### config.mk
export PLATFORM = sky130hd
export DESIGN_NAME = fsl_top
export DESIGN_NICKNAME = d
export VERILOG_FILES = /design/src/pkg/fsl_pkg.sv /design/src/rtl/fsl_div.sv /design/src/rtl/fsl_quot.sv /design/src/rtl/fsl_top.sv
export VERILOG_INCLUDE_DIRS = /design/src /design/src/pkg
export SDC_FILE = /design/constraint.sdc
export NUM_CORES = 2
export LEC_CHECK = 0
export BUFFER_PORTS_ARGS = -buffer_cell sky130_fd_sc_hd__buf_4
export CAP_MARGIN = 25
export CORE_ASPECT_RATIO = 1.4
export CORE_MARGIN = 8
export CORE_UTILIZATION = 50
export CTS_CLUSTER_DIAMETER = 50
export DETAILED_ROUTE_END_ITERATION = 16
export PLACE_DENSITY = 0.76
export SYNTH_ARGS = -nofsm -noshare
export SYNTH_HDL_FRONTEND = slang
export SYNTH_SLANG_ARGS = --single-unit
### constraint.sdc
create_clock -name sys_clk -period 11.8 [get_ports sys_clk]
set_clock_uncertainty 0.1 [all_clocks]
set_input_delay 2.36 -clock sys_clk [delete_from_list [all_inputs] [get_ports sys_clk]]
set_output_delay 2.36 -clock sys_clk [all_outputs]
set_load 0.005 [all_outputs]
### src/pkg/fsl_regs.svh
// Register offsets, field positions, reset values and timing counts of the start limiter
`ifndef FSL_REGS_SVH
`define FSL_REGS_SVH

`define FSL_ADDR_CTRL 8'h00
`define FSL_ADDR_STARTS 8'h04
`define FSL_ADDR_STALL 8'h08
`define FSL_ADDR_TIMING 8'h0C
`define FSL_ADDR_STATUS 8'h10
`define FSL_ADDR_CNT_LO 8'h14
`define FSL_ADDR_CNT_HI 8'h18
`define FSL_ADDR_INH_TIME 8'h1C
`define FSL_ADDR_ALM_TIME 8'h20
`define FSL_ADDR_SINCE 8'h24

`define FSL_CTRL_EN_BIT 0
`define FSL_STARTS_COLD_LSB 0
`define FSL_STARTS_HOT_LSB 8
`define FSL_STARTS_HOURS_LSB 16
`define FSL_STALL_HOT_LSB 0
`define FSL_STALL_COLD_LSB 16
`define FSL_TIMING_MIN_LSB 0
`define FSL_TIMING_LIMIT_LSB 16
`define FSL_STATUS_HOT_BIT 2
`define FSL_STATUS_ALM_BIT 3
`define FSL_STATUS_INH_BIT 4
`define FSL_STATUS_BLK_BIT 5
`define FSL_STATUS_USED_LSB 8
`define FSL_STATUS_AVAIL_LSB 16

`define FSL_RST_EN 1'h1
`define FSL_RST_STARTS_COLD 7'h03
`define FSL_RST_STARTS_HOT 7'h02
`define FSL_RST_HOURS 7'h01
`define FSL_RST_STALL_HOT 13'h0096
`define FSL_RST_STALL_COLD 13'h00C8
`define FSL_RST_MIN_TIME 13'h00C8
`define FSL_RST_THETA_LIMIT 10'h2BC

`define FSL_CLK_PERIOD_NS 50
`define FSL_PROG_CYCLE_US 5000
`define FSL_PROG_CYCLE_CLKS (`FSL_PROG_CYCLE_US * 1000 / `FSL_CLK_PERIOD_NS)
`define FSL_DS_US 100000
`define FSL_PCYC_PER_DS (`FSL_DS_US / `FSL_PROG_CYCLE_US)
`define FSL_HOUR_MS 3600000
`define FSL_PCYC_PER_HOUR (`FSL_HOUR_MS / (`FSL_PROG_CYCLE_US / 1000))

`endif

### src/pkg/fsl_pkg.sv
// Types shared by the start limiter modules
package fsl_pkg;
	typedef enum logic [1:0] {FSL_COND_NORMAL, FSL_COND_START, FSL_COND_TRIP, FSL_COND_BLOCKED}
		fsl_cond_type;
	typedef enum logic [2:0] {FSL_EVT_ALM_ON, FSL_EVT_ALM_OFF, FSL_EVT_INH_ON, FSL_EVT_INH_OFF,
		FSL_EVT_BLK_ON, FSL_EVT_BLK_OFF} fsl_evt_type;
	typedef enum logic {FSL_Q_IDLE, FSL_Q_RUN} fsl_qstate_type;
endpackage : fsl_pkg

### src/rtl/fsl_div.sv
// Program cycle enable divider
`timescale 1ns/1ns
module fsl_div #(
	parameter int COUNT = 100000
) (
	input wire logic sys_clk,
	input wire logic rst_n,
	output logic tick
);
	logic [31:0] cnt_q;

	always_ff @(posedge sys_clk or negedge rst_n)
	begin
		if (!rst_n)
		begin
			cnt_q <= 32'h0000_0000;
			tick <= 1'b0;
		end
		else if (cnt_q == 32'(COUNT - 1))
		begin
			cnt_q <= 32'h0000_0000;
			tick <= 1'b1;
		end
		else
		begin
			cnt_q <= cnt_q + 32'h0000_0001;
			tick <= 1'b0;
		end
	end
endmodule : fsl_div

### src/rtl/fsl_quot.sv
// Repeated-subtraction divider giving the rounded-up number of starts held in the counter
`timescale 1ns/1ns
module fsl_quot
	import fsl_pkg::*;
(
	input wire logic sys_clk,
	input wire logic rst_n,
	input wire logic go,
	input wire logic [47:0] dividend,
	input wire logic [39:0] divisor,
	output logic [7:0] quot,
	output logic done
);
	fsl_qstate_type state_q;
	logic [47:0] rem_q;
	logic [39:0] div_q;

	always_ff @(posedge sys_clk or negedge rst_n)
	begin
		if (!rst_n)
		begin
			state_q <= FSL_Q_IDLE;
			rem_q <= 48'h0;
			div_q <= 40'h0;
			quot <= 8'h00;
			done <= 1'b0;
		end
		else
		begin
			done <= 1'b0;
			case (state_q)
				FSL_Q_IDLE:
					if (go)
					begin
						rem_q <= dividend;
						div_q <= divisor;
						quot <= 8'h00;
						state_q <= FSL_Q_RUN;
					end
				FSL_Q_RUN:
					// Bounded at 255 passes so the 8-bit quotient cannot wrap; a zero divisor ends the loop at once
					if (rem_q == 48'h0 || quot == 8'hFF || div_q == 40'h0)
					begin
						done <= 1'b1;
						state_q <= FSL_Q_IDLE;
					end
					else
					begin
						rem_q <= (rem_q > {8'h00, div_q}) ? rem_q - {8'h00, div_q} : 48'h0;
						quot <= quot + 8'h01;
					end
				default:
					state_q <= FSL_Q_IDLE;
			endcase
		end
	end
endmodule : fsl_quot

### src/rtl/fsl_top.sv
// Frequent start limiter: starts counter, alarm, restart inhibit and register port
//
// Implementation choices: the strobed register port and the register addresses.
`timescale 1ns/1ns
`include "fsl_regs.svh"

module fsl_top
	import fsl_pkg::*;
#(
	parameter int PROG_CYCLE_CLKS = `FSL_PROG_CYCLE_CLKS
) (
	input wire logic sys_clk,
	input wire logic rst_n,
	input wire logic [7:0] reg_addr,
	input wire logic [31:0] reg_wdata,
	input wire logic reg_wr,
	input wire logic reg_rd,
	output logic [31:0] reg_rdata,
	input wire logic motor_current_high,
	input wire logic block_pin,
	input wire logic [9:0] theta_used,
	input wire logic theta_valid,
	output logic alarm_on,
	output logic inhibit_on,
	output logic blocked_on,
	output logic hot_state,
	output fsl_cond_type condition,
	output logic evt_valid,
	output fsl_evt_type evt_code,
	output logic [31:0] evt_stamp,
	output logic [9:0] shared_theta_limit,
	output logic [12:0] shared_stall_hot,
	output logic [12:0] shared_stall_cold,
	output logic [7:0] starts_used,
	output logic [7:0] starts_avail
);
	logic en_q;
	logic [6:0] starts_cold_q;
	logic [6:0] starts_hot_q;
	logic [6:0] hours_q;
	logic [12:0] min_time_q;
	logic [1:0] cur_sync_q;
	logic [1:0] blk_sync_q;
	logic cur_prev_q;
	logic tick;
	logic start_det;
	logic start_acc;
	logic [12:0] stall_eff;
	logic [6:0] allowed;
	logic [26:0] win_cycles;
	logic [39:0] unit_amt;
	logic [19:0] dec_amt;
	logic [47:0] cnt_q;
	logic [47:0] cnt_sum;
	logic [31:0] since_q;
	logic [31:0] min_cycles;
	logic too_soon;
	logic [7:0] quot;
	logic quot_done;
	logic [31:0] inh_time_q;
	logic [31:0] alm_time_q;
	logic [31:0] stamp_q;
	logic [5:0] pend_q;
	logic [5:0] pend_set;
	logic [5:0] pend_clr;

	fsl_div #(
		.COUNT(PROG_CYCLE_CLKS)
	) u_div (
		.sys_clk(sys_clk),
		.rst_n(rst_n),
		.tick(tick)
	);

	// Settings registers; the outputs are the single copy other functions read
	always_ff @(posedge sys_clk or negedge rst_n)
	begin
		if (!rst_n)
		begin
			en_q <= `FSL_RST_EN;
			starts_cold_q <= `FSL_RST_STARTS_COLD;
			starts_hot_q <= `FSL_RST_STARTS_HOT;
			hours_q <= `FSL_RST_HOURS;
			shared_stall_hot <= `FSL_RST_STALL_HOT;
			shared_stall_cold <= `FSL_RST_STALL_COLD;
			min_time_q <= `FSL_RST_MIN_TIME;
			shared_theta_limit <= `FSL_RST_THETA_LIMIT;
		end
		else if (reg_wr)
		begin
			case (reg_addr)
				`FSL_ADDR_CTRL:
					en_q <= reg_wdata[`FSL_CTRL_EN_BIT];
				`FSL_ADDR_STARTS:
				begin
					starts_cold_q <= reg_wdata[`FSL_STARTS_COLD_LSB +: 7];
					starts_hot_q <= reg_wdata[`FSL_STARTS_HOT_LSB +: 7];
					hours_q <= reg_wdata[`FSL_STARTS_HOURS_LSB +: 7];
				end
				`FSL_ADDR_STALL:
				begin
					shared_stall_hot <= reg_wdata[`FSL_STALL_HOT_LSB +: 13];
					shared_stall_cold <= reg_wdata[`FSL_STALL_COLD_LSB +: 13];
				end
				`FSL_ADDR_TIMING:
				begin
					min_time_q <= reg_wdata[`FSL_TIMING_MIN_LSB +: 13];
					shared_theta_limit <= reg_wdata[`FSL_TIMING_LIMIT_LSB +: 10];
				end
				default:
					en_q <= en_q;
			endcase
		end
	end

	// Pins pass two flops before use
	always_ff @(posedge sys_clk or negedge rst_n)
	begin
		if (!rst_n)
		begin
			cur_sync_q <= 2'h0;
			blk_sync_q <= 2'h0;
			cur_prev_q <= 1'b0;
		end
		else
		begin
			cur_sync_q <= {cur_sync_q[0], motor_current_high};
			blk_sync_q <= {blk_sync_q[0], block_pin};
			cur_prev_q <= cur_sync_q[1];
		end
	end

	// Rising motor current marks a start or start attempt
	assign start_det = cur_sync_q[1] && !cur_prev_q;
	assign start_acc = start_det && en_q && !blocked_on;

	// Thermal state only counts as hot when the overload function is supplying data
	always_ff @(posedge sys_clk or negedge rst_n)
	begin
		if (!rst_n)
			hot_state <= 1'b0;
		else
			hot_state <= theta_valid && (theta_used > shared_theta_limit);
	end

	assign stall_eff = hot_state ? shared_stall_hot :
		(shared_stall_cold == 13'h0000) ? shared_stall_hot : shared_stall_cold;
	assign allowed = hot_state ? starts_hot_q : starts_cold_q;
	assign win_cycles = 27'(hours_q * 27'(`FSL_PCYC_PER_HOUR));
	// One start weighs stall * window; the window drains allowed * stall per cycle
	assign unit_amt = 40'(stall_eff) * 40'(win_cycles);
	assign dec_amt = 20'(allowed) * 20'(stall_eff);
	assign cnt_sum = cnt_q + (start_acc ? {8'h00, unit_amt} : 48'h0);

	always_ff @(posedge sys_clk or negedge rst_n)
	begin
		if (!rst_n)
			cnt_q <= 48'h0;
		else if (!tick)
			cnt_q <= cnt_sum;
		else if (cnt_sum > {28'h0, dec_amt})
			cnt_q <= cnt_sum - {28'h0, dec_amt};
		else
			cnt_q <= 48'h0;
	end

	// Time since last start, in program cycles, saturating
	assign min_cycles = 32'(min_time_q * 32'(`FSL_PCYC_PER_DS));
	assign too_soon = since_q < min_cycles;

	always_ff @(posedge sys_clk or negedge rst_n)
	begin
		if (!rst_n)
			since_q <= 32'hFFFF_FFFF;
		else if (start_acc)
			since_q <= 32'h0000_0000;
		else if (tick && since_q != 32'hFFFF_FFFF)
			since_q <= since_q + 32'h0000_0001;
	end

	fsl_quot u_quot (
		.sys_clk(sys_clk),
		.rst_n(rst_n),
		.go(1'b1),
		.dividend(cnt_q),
		.divisor(unit_amt),
		.quot(quot),
		.done(quot_done)
	);

	always_ff @(posedge sys_clk or negedge rst_n)
	begin
		if (!rst_n)
		begin
			starts_used <= 8'h00;
			starts_avail <= 8'h00;
		end
		else if (quot_done)
		begin
			starts_used <= quot;
			starts_avail <= (quot >= {1'b0, allowed}) ? 8'h00 : {1'b0, allowed} - quot;
		end
	end

	always_ff @(posedge sys_clk or negedge rst_n)
	begin
		if (!rst_n)
		begin
			alarm_on <= 1'b0;
			inhibit_on <= 1'b0;
			blocked_on <= 1'b0;
		end
		else
		begin
			blocked_on <= en_q && blk_sync_q[1];
			alarm_on <= en_q && !blk_sync_q[1] && starts_avail == 8'h01;
			inhibit_on <= en_q && !blk_sync_q[1] && (starts_avail == 8'h00 || too_soon);
		end
	end

	always_ff @(posedge sys_clk or negedge rst_n)
	begin
		if (!rst_n)
			condition <= FSL_COND_NORMAL;
		else if (blocked_on)
			condition <= FSL_COND_BLOCKED;
		else if (inhibit_on)
			condition <= FSL_COND_TRIP;
		else if (alarm_on)
			condition <= FSL_COND_START;
		else
			condition <= FSL_COND_NORMAL;
	end

	// Active durations in program cycles, restarted on each rise
	always_ff @(posedge sys_clk or negedge rst_n)
	begin
		if (!rst_n)
		begin
			inh_time_q <= 32'h0000_0000;
			alm_time_q <= 32'h0000_0000;
			stamp_q <= 32'h0000_0000;
		end
		else
		begin
			if (!inhibit_on)
				inh_time_q <= 32'h0000_0000;
			else if (tick)
				inh_time_q <= inh_time_q + 32'h0000_0001;
			if (!alarm_on)
				alm_time_q <= 32'h0000_0000;
			else if (tick)
				alm_time_q <= alm_time_q + 32'h0000_0001;
			if (tick)
				stamp_q <= stamp_q + 32'h0000_0001;
		end
	end

	// Changes queue as pending bits so simultaneous ones all come out
	assign pend_set = {blocked_on && !blk_sync_q[1] || !en_q && blocked_on,
		!blocked_on && en_q && blk_sync_q[1],
		inhibit_on && !(en_q && !blk_sync_q[1] && (starts_avail == 8'h00 || too_soon)),
		!inhibit_on && en_q && !blk_sync_q[1] && (starts_avail == 8'h00 || too_soon),
		alarm_on && !(en_q && !blk_sync_q[1] && starts_avail == 8'h01),
		!alarm_on && en_q && !blk_sync_q[1] && starts_avail == 8'h01};
	assign pend_clr = pend_q & (~pend_q + 6'h01);

	always_ff @(posedge sys_clk or negedge rst_n)
	begin
		if (!rst_n)
		begin
			pend_q <= 6'h00;
			evt_valid <= 1'b0;
			evt_code <= FSL_EVT_ALM_ON;
			evt_stamp <= 32'h0000_0000;
		end
		else
		begin
			pend_q <= (pend_q & ~pend_clr) | pend_set;
			evt_valid <= pend_q != 6'h00;
			evt_stamp <= stamp_q;
			case (pend_clr)
				6'h01: evt_code <= FSL_EVT_ALM_ON;
				6'h02: evt_code <= FSL_EVT_ALM_OFF;
				6'h04: evt_code <= FSL_EVT_INH_ON;
				6'h08: evt_code <= FSL_EVT_INH_OFF;
				6'h10: evt_code <= FSL_EVT_BLK_ON;
				6'h20: evt_code <= FSL_EVT_BLK_OFF;
				default: evt_code <= evt_code;
			endcase
		end
	end

	always_ff @(posedge sys_clk or negedge rst_n)
	begin
		if (!rst_n)
			reg_rdata <= 32'h0000_0000;
		else if (!reg_rd)
			reg_rdata <= 32'h0000_0000;
		else
		begin
			case (reg_addr)
				`FSL_ADDR_CTRL: reg_rdata <= {31'h0, en_q};
				`FSL_ADDR_STARTS: reg_rdata <= {9'h0, hours_q, 1'b0, starts_hot_q, 1'b0, starts_cold_q};
				`FSL_ADDR_STALL: reg_rdata <= {3'h0, shared_stall_cold, 3'h0, shared_stall_hot};
				`FSL_ADDR_TIMING: reg_rdata <= {6'h0, shared_theta_limit, 3'h0, min_time_q};
				`FSL_ADDR_STATUS: reg_rdata <= {8'h0, starts_avail, starts_used, 2'h0, blocked_on,
					inhibit_on, alarm_on, hot_state, condition};
				`FSL_ADDR_CNT_LO: reg_rdata <= cnt_q[31:0];
				`FSL_ADDR_CNT_HI: reg_rdata <= {16'h0, cnt_q[47:32]};
				`FSL_ADDR_INH_TIME: reg_rdata <= inh_time_q;
				`FSL_ADDR_ALM_TIME: reg_rdata <= alm_time_q;
				`FSL_ADDR_SINCE: reg_rdata <= since_q;
				default: reg_rdata <= 32'h0000_0000;
			endcase
		end
	end
endmodule : fsl_top

==> summary.md <==
| Metric | Value |
|---|---|
| Status | `finished, violations left` |
| Failing checks | `negative setup slack` |
| Die Wd | `255 um` |
| CTS Root Cell | `clkbuf_16` |
| WP data arrival | `12500 ps` |
| Synth area leader | `dfrtp_1` |
| Vias in the first global route | `between 30000 and 40000` |
| Initial antenna violation count | `2` |
| Drt initial violations | `slightly above 3000` |
| Most numerous cell in the Yosys netlist | `inv_1` |
| Max VDD drop | `0.181 mV` |
| CP Max Fanout | `7` |
| Cell leakage power | `approximately 23 nW` |
| Global-route usage over all layers | `0.295` |
| # DRC | `0` |
| Htree depth | `2` |
| TritonCTS Buffers | `48` |
| Number of synthesized flops with an enable pin | `0` |
| DRT Pass-1 Iters | `8` |
| Area Growth Syn to Fin | `19.3%` |
| RSZ-0062 raised after global routing | `true` |
| Tot Pwr | `just over 6 mW` |
| First-pass GRT wire length | `just over 200 mm` |
| Hold Path Class | `flip-flop to flip-flop` |
| FF+latch count, synth | `approximately 470` |
| Power per cell area | `roughly 130 nW/um^2` |
| Routed length per placed instance | `~23 um` |
| Seq pwr share | `0.316` |
| Yosys warns | `0` |
| Post-synthesis cell type count | `90` |
| Num ports | `approximately 180` |
| Crit start category | `flip-flop` |
| IO Port Bufs | `between 150 and 200` |
| Fraction of registers with async set/reset | `1.00` |
| Worst-Skew Late Latency | `610 ps` |
| Largest net degree at the start of global routing | `132` |
| Clock power share | `0.259` |
| Critical Path RT | `around 12000 ps` |
| Post-synthesis cell area | `40000 sq um` |
| Clk sinks | `~470` |
| CP top delay family | `adder cells` |
| Final Hold Violating Endpoints | `0` |
| Worst path slowest cell | `fa_1` |
| Crit-path most repeated cell | `fa_1` |
| Post-Synthesis Cells | `4314` |
| Post-Syn Nets | `between 4000 and 5000` |
| Min cycle time layout | `approximately 12000 ps` |
| Bufs on Longest Clock Path | `3` |
| Die Y | `about 350 um` |
| Average size of a mapped cell | `between 9 and 10 sq um` |
| DIE AREA | `89500 sq um` |
| FILL cells | `approximately 6600` |
| Sw Pwr | `~2.4 mW` |
| Clock transition at the registers of the reported paths | `about 70 ps` |
| Max-cap violations | `0` |
| Cells on worst reg2reg path | `55` |
| Vias | `approximately 35000` |
| Sequential-to-total area share from yosys stat | `0.297` |
| Worst path bufs/invs | `15` |
| Dominant synthesized flop cell | `dfrtp_1` |
| Slew @ Worst Pin | `1030 ps` |
| Synth cell count leaders | `inv_1 (433), nand2_1 (422), dfrtp_1 (419)` |
| Vias per cell | `between 6 and 7` |
| Routed Antenna Nets | `0` |
| Rows | `123` |
| Max Fclk | `a little over 80 MHz` |
| Logic pwr share | `0.425` |
| Hold Path Stages | `0` |
| P_int | `3.75 mW` |
| WS Path Type | `flip-flop to flip-flop` |
| Place WS | `-385 ps` |
| Crit end category | `flip-flop` |
| CP max stage delay | `between 500 and 600 ps` |
| Core Area | `approximately 80000 sq um` |
| Synth top area cells | `dfrtp_1 (26%), fa_1 (14%), ha_1 (9.6%)` |
| Final Setup Violations | `48` |
| Area share of the largest cell type after synthesis | `0.262` |
| RD Place Congestion | `just under 1` |
| DPL Wire Length | `~100 mm` |
| Net Sw Frac | `0.392` |
| Max Slew Vio Count | `0` |
| Final nets | `about 5400` |
| GRT overflow | `0` |
| Period utilization | `1.03` |
| DRT Wirelength | `roughly 130 mm` |
| Starting Density | `0.501` |
| Crit path depth | `55` |
| Worst setup margin | `-326 ps` |
| Share of cells above drive strength 1 | `0.207` |
| Max transition margin | `0.293` |
| CTS tree | `yes` |
## sequential cells by signal (all words and copies together), names as in the netlist, 6 cells and up
register	count
reg_rdata	32
stamp_q	32
u_quot.quot	8
alm_time_q	32
shared_stall_hot	13
starts_cold_q	7
starts_avail	8
inh_time_q	32
hours_q	7
starts_used	8
since_q	32
evt_stamp	32
shared_stall_cold	13
pend_q	6
min_time_q	13
u_div.cnt_q	32
u_quot.div_q	33
cnt_q	48
starts_hot_q	7
u_quot.rem_q	48
shared_theta_limit	10
## cells in the final DEF, fill, tap and decap left out, drive strengths merged, types with 103 or more instances in the layout
master	count
nand3	111
xnor2	192
fa	277
nor2	349
mux2	103
nand2	422
xor2	131
o21ai	133
dfrtp	419
ha	307
a21oi	188
inv	436
buf	545
## worst reg2reg max path: cells and delay by family (launching register included)
family | cells | cell delay, ps
flip-flops | 1 | 390
AND/OR/NAND/NOR | 10 | 1880
AO/OA/AOI/OAI | 17 | 2500
buffers and inverters | 15 | 1620
adder cells (fa/ha/maj) | 12 | 5350
XOR/XNOR | 1 | 160
## layout make-up
class / count / area, sq um / area share
multi-input cells: 3238 / 27000 / 0.564
flip-flops and latches: 472 / 11900 / 0.249
repair buffers: 546 / 4340 / 0.0909
inverters: 434 / 1630 / 0.0342
well taps: 1062 / 1330 / 0.0278
clock buffers: 60 / 1320 / 0.0276
clock inverters: 28 / 314 / 0.00657
diodes: 1 / 2.50 / 0.0000524
## through the flow
step | hold WS (ps) | util | std cells | TNS, ps | cell area, sq um
2_1_floorplan | 231 | - | 4314 | 0 | 40400
3_3_place_gp | 232 | 0.561 | 5706 | -12700 | 44800
3_5_place_dp | 237 | 0.561 | 5709 | -16460 | 44800
4_1_cts | 251 | 0.589 | 5819 | -4090 | 47100
5_1_grt | 253 | 0.598 | 5840 | -36390 | 47800
6_report | 249 | 0.598 | 5841 | -13300 | 47800
## path summary, 6_finish.rpt
path | slack, ps | startpoint | end
max in group asynchronous | 7710 | rst_n | reg_rdata[16]
worst min register to register | 250 | cur_sync_q[0] | cur_sync_q[1]
min in group asynchronous | 1630 | rst_n | u_quot.div_q[33]
worst min-delay path | 250 | cur_sync_q[0] | cur_sync_q[1]
worst max-delay path | -330 | hours_q[1] | cnt_q[0]
worst max register to register | -330 | hours_q[1] | cnt_q[0]
## timing repair
item | 4_1_cts | 5_1_grt
resized for setup | 66 | 111
pin swaps | 64 | 53
hold buffers | 0 | 0
setup buffers | 18 | 21
setup endpoints to repair | 48 | 48
cloned | 4 | 1
hold endpoints to repair | 0 | 0
## metal layers
metal  GRT usage  vias up  part of all wire
li1            -    15700                 -
met1       0.335    17300              0.35
met2       0.490     1652              0.48
met3      0.0492      595             0.077
met4       0.235        0             0.098
met5           0        -                 0
## power groups by stage
stage / Sequential [mW] / Clock [mW] / Combinational [mW]
finish: 1.95 / 1.59 / 2.62
global placement: 1.96 / 0 / 2.48
detailed placement: 1.97 / 0 / 2.53
CTS: 1.94 / 1.61 / 2.56
floorplan: 1.89 / 0 / 1.79
global route: 1.96 / 1.67 / 2.86
## kinds of logic after synthesis
logic type,Yosys count,synth area share
simple gates,1392,0.168
flops,472,0.297
buf+inv,604,0.0573
mux,119,0.0330
xor+xnor,323,0.0706
compound gates,820,0.140
fa+ha+maj,584,0.234
Note: power is estimated with default switching activity, not from simulation.
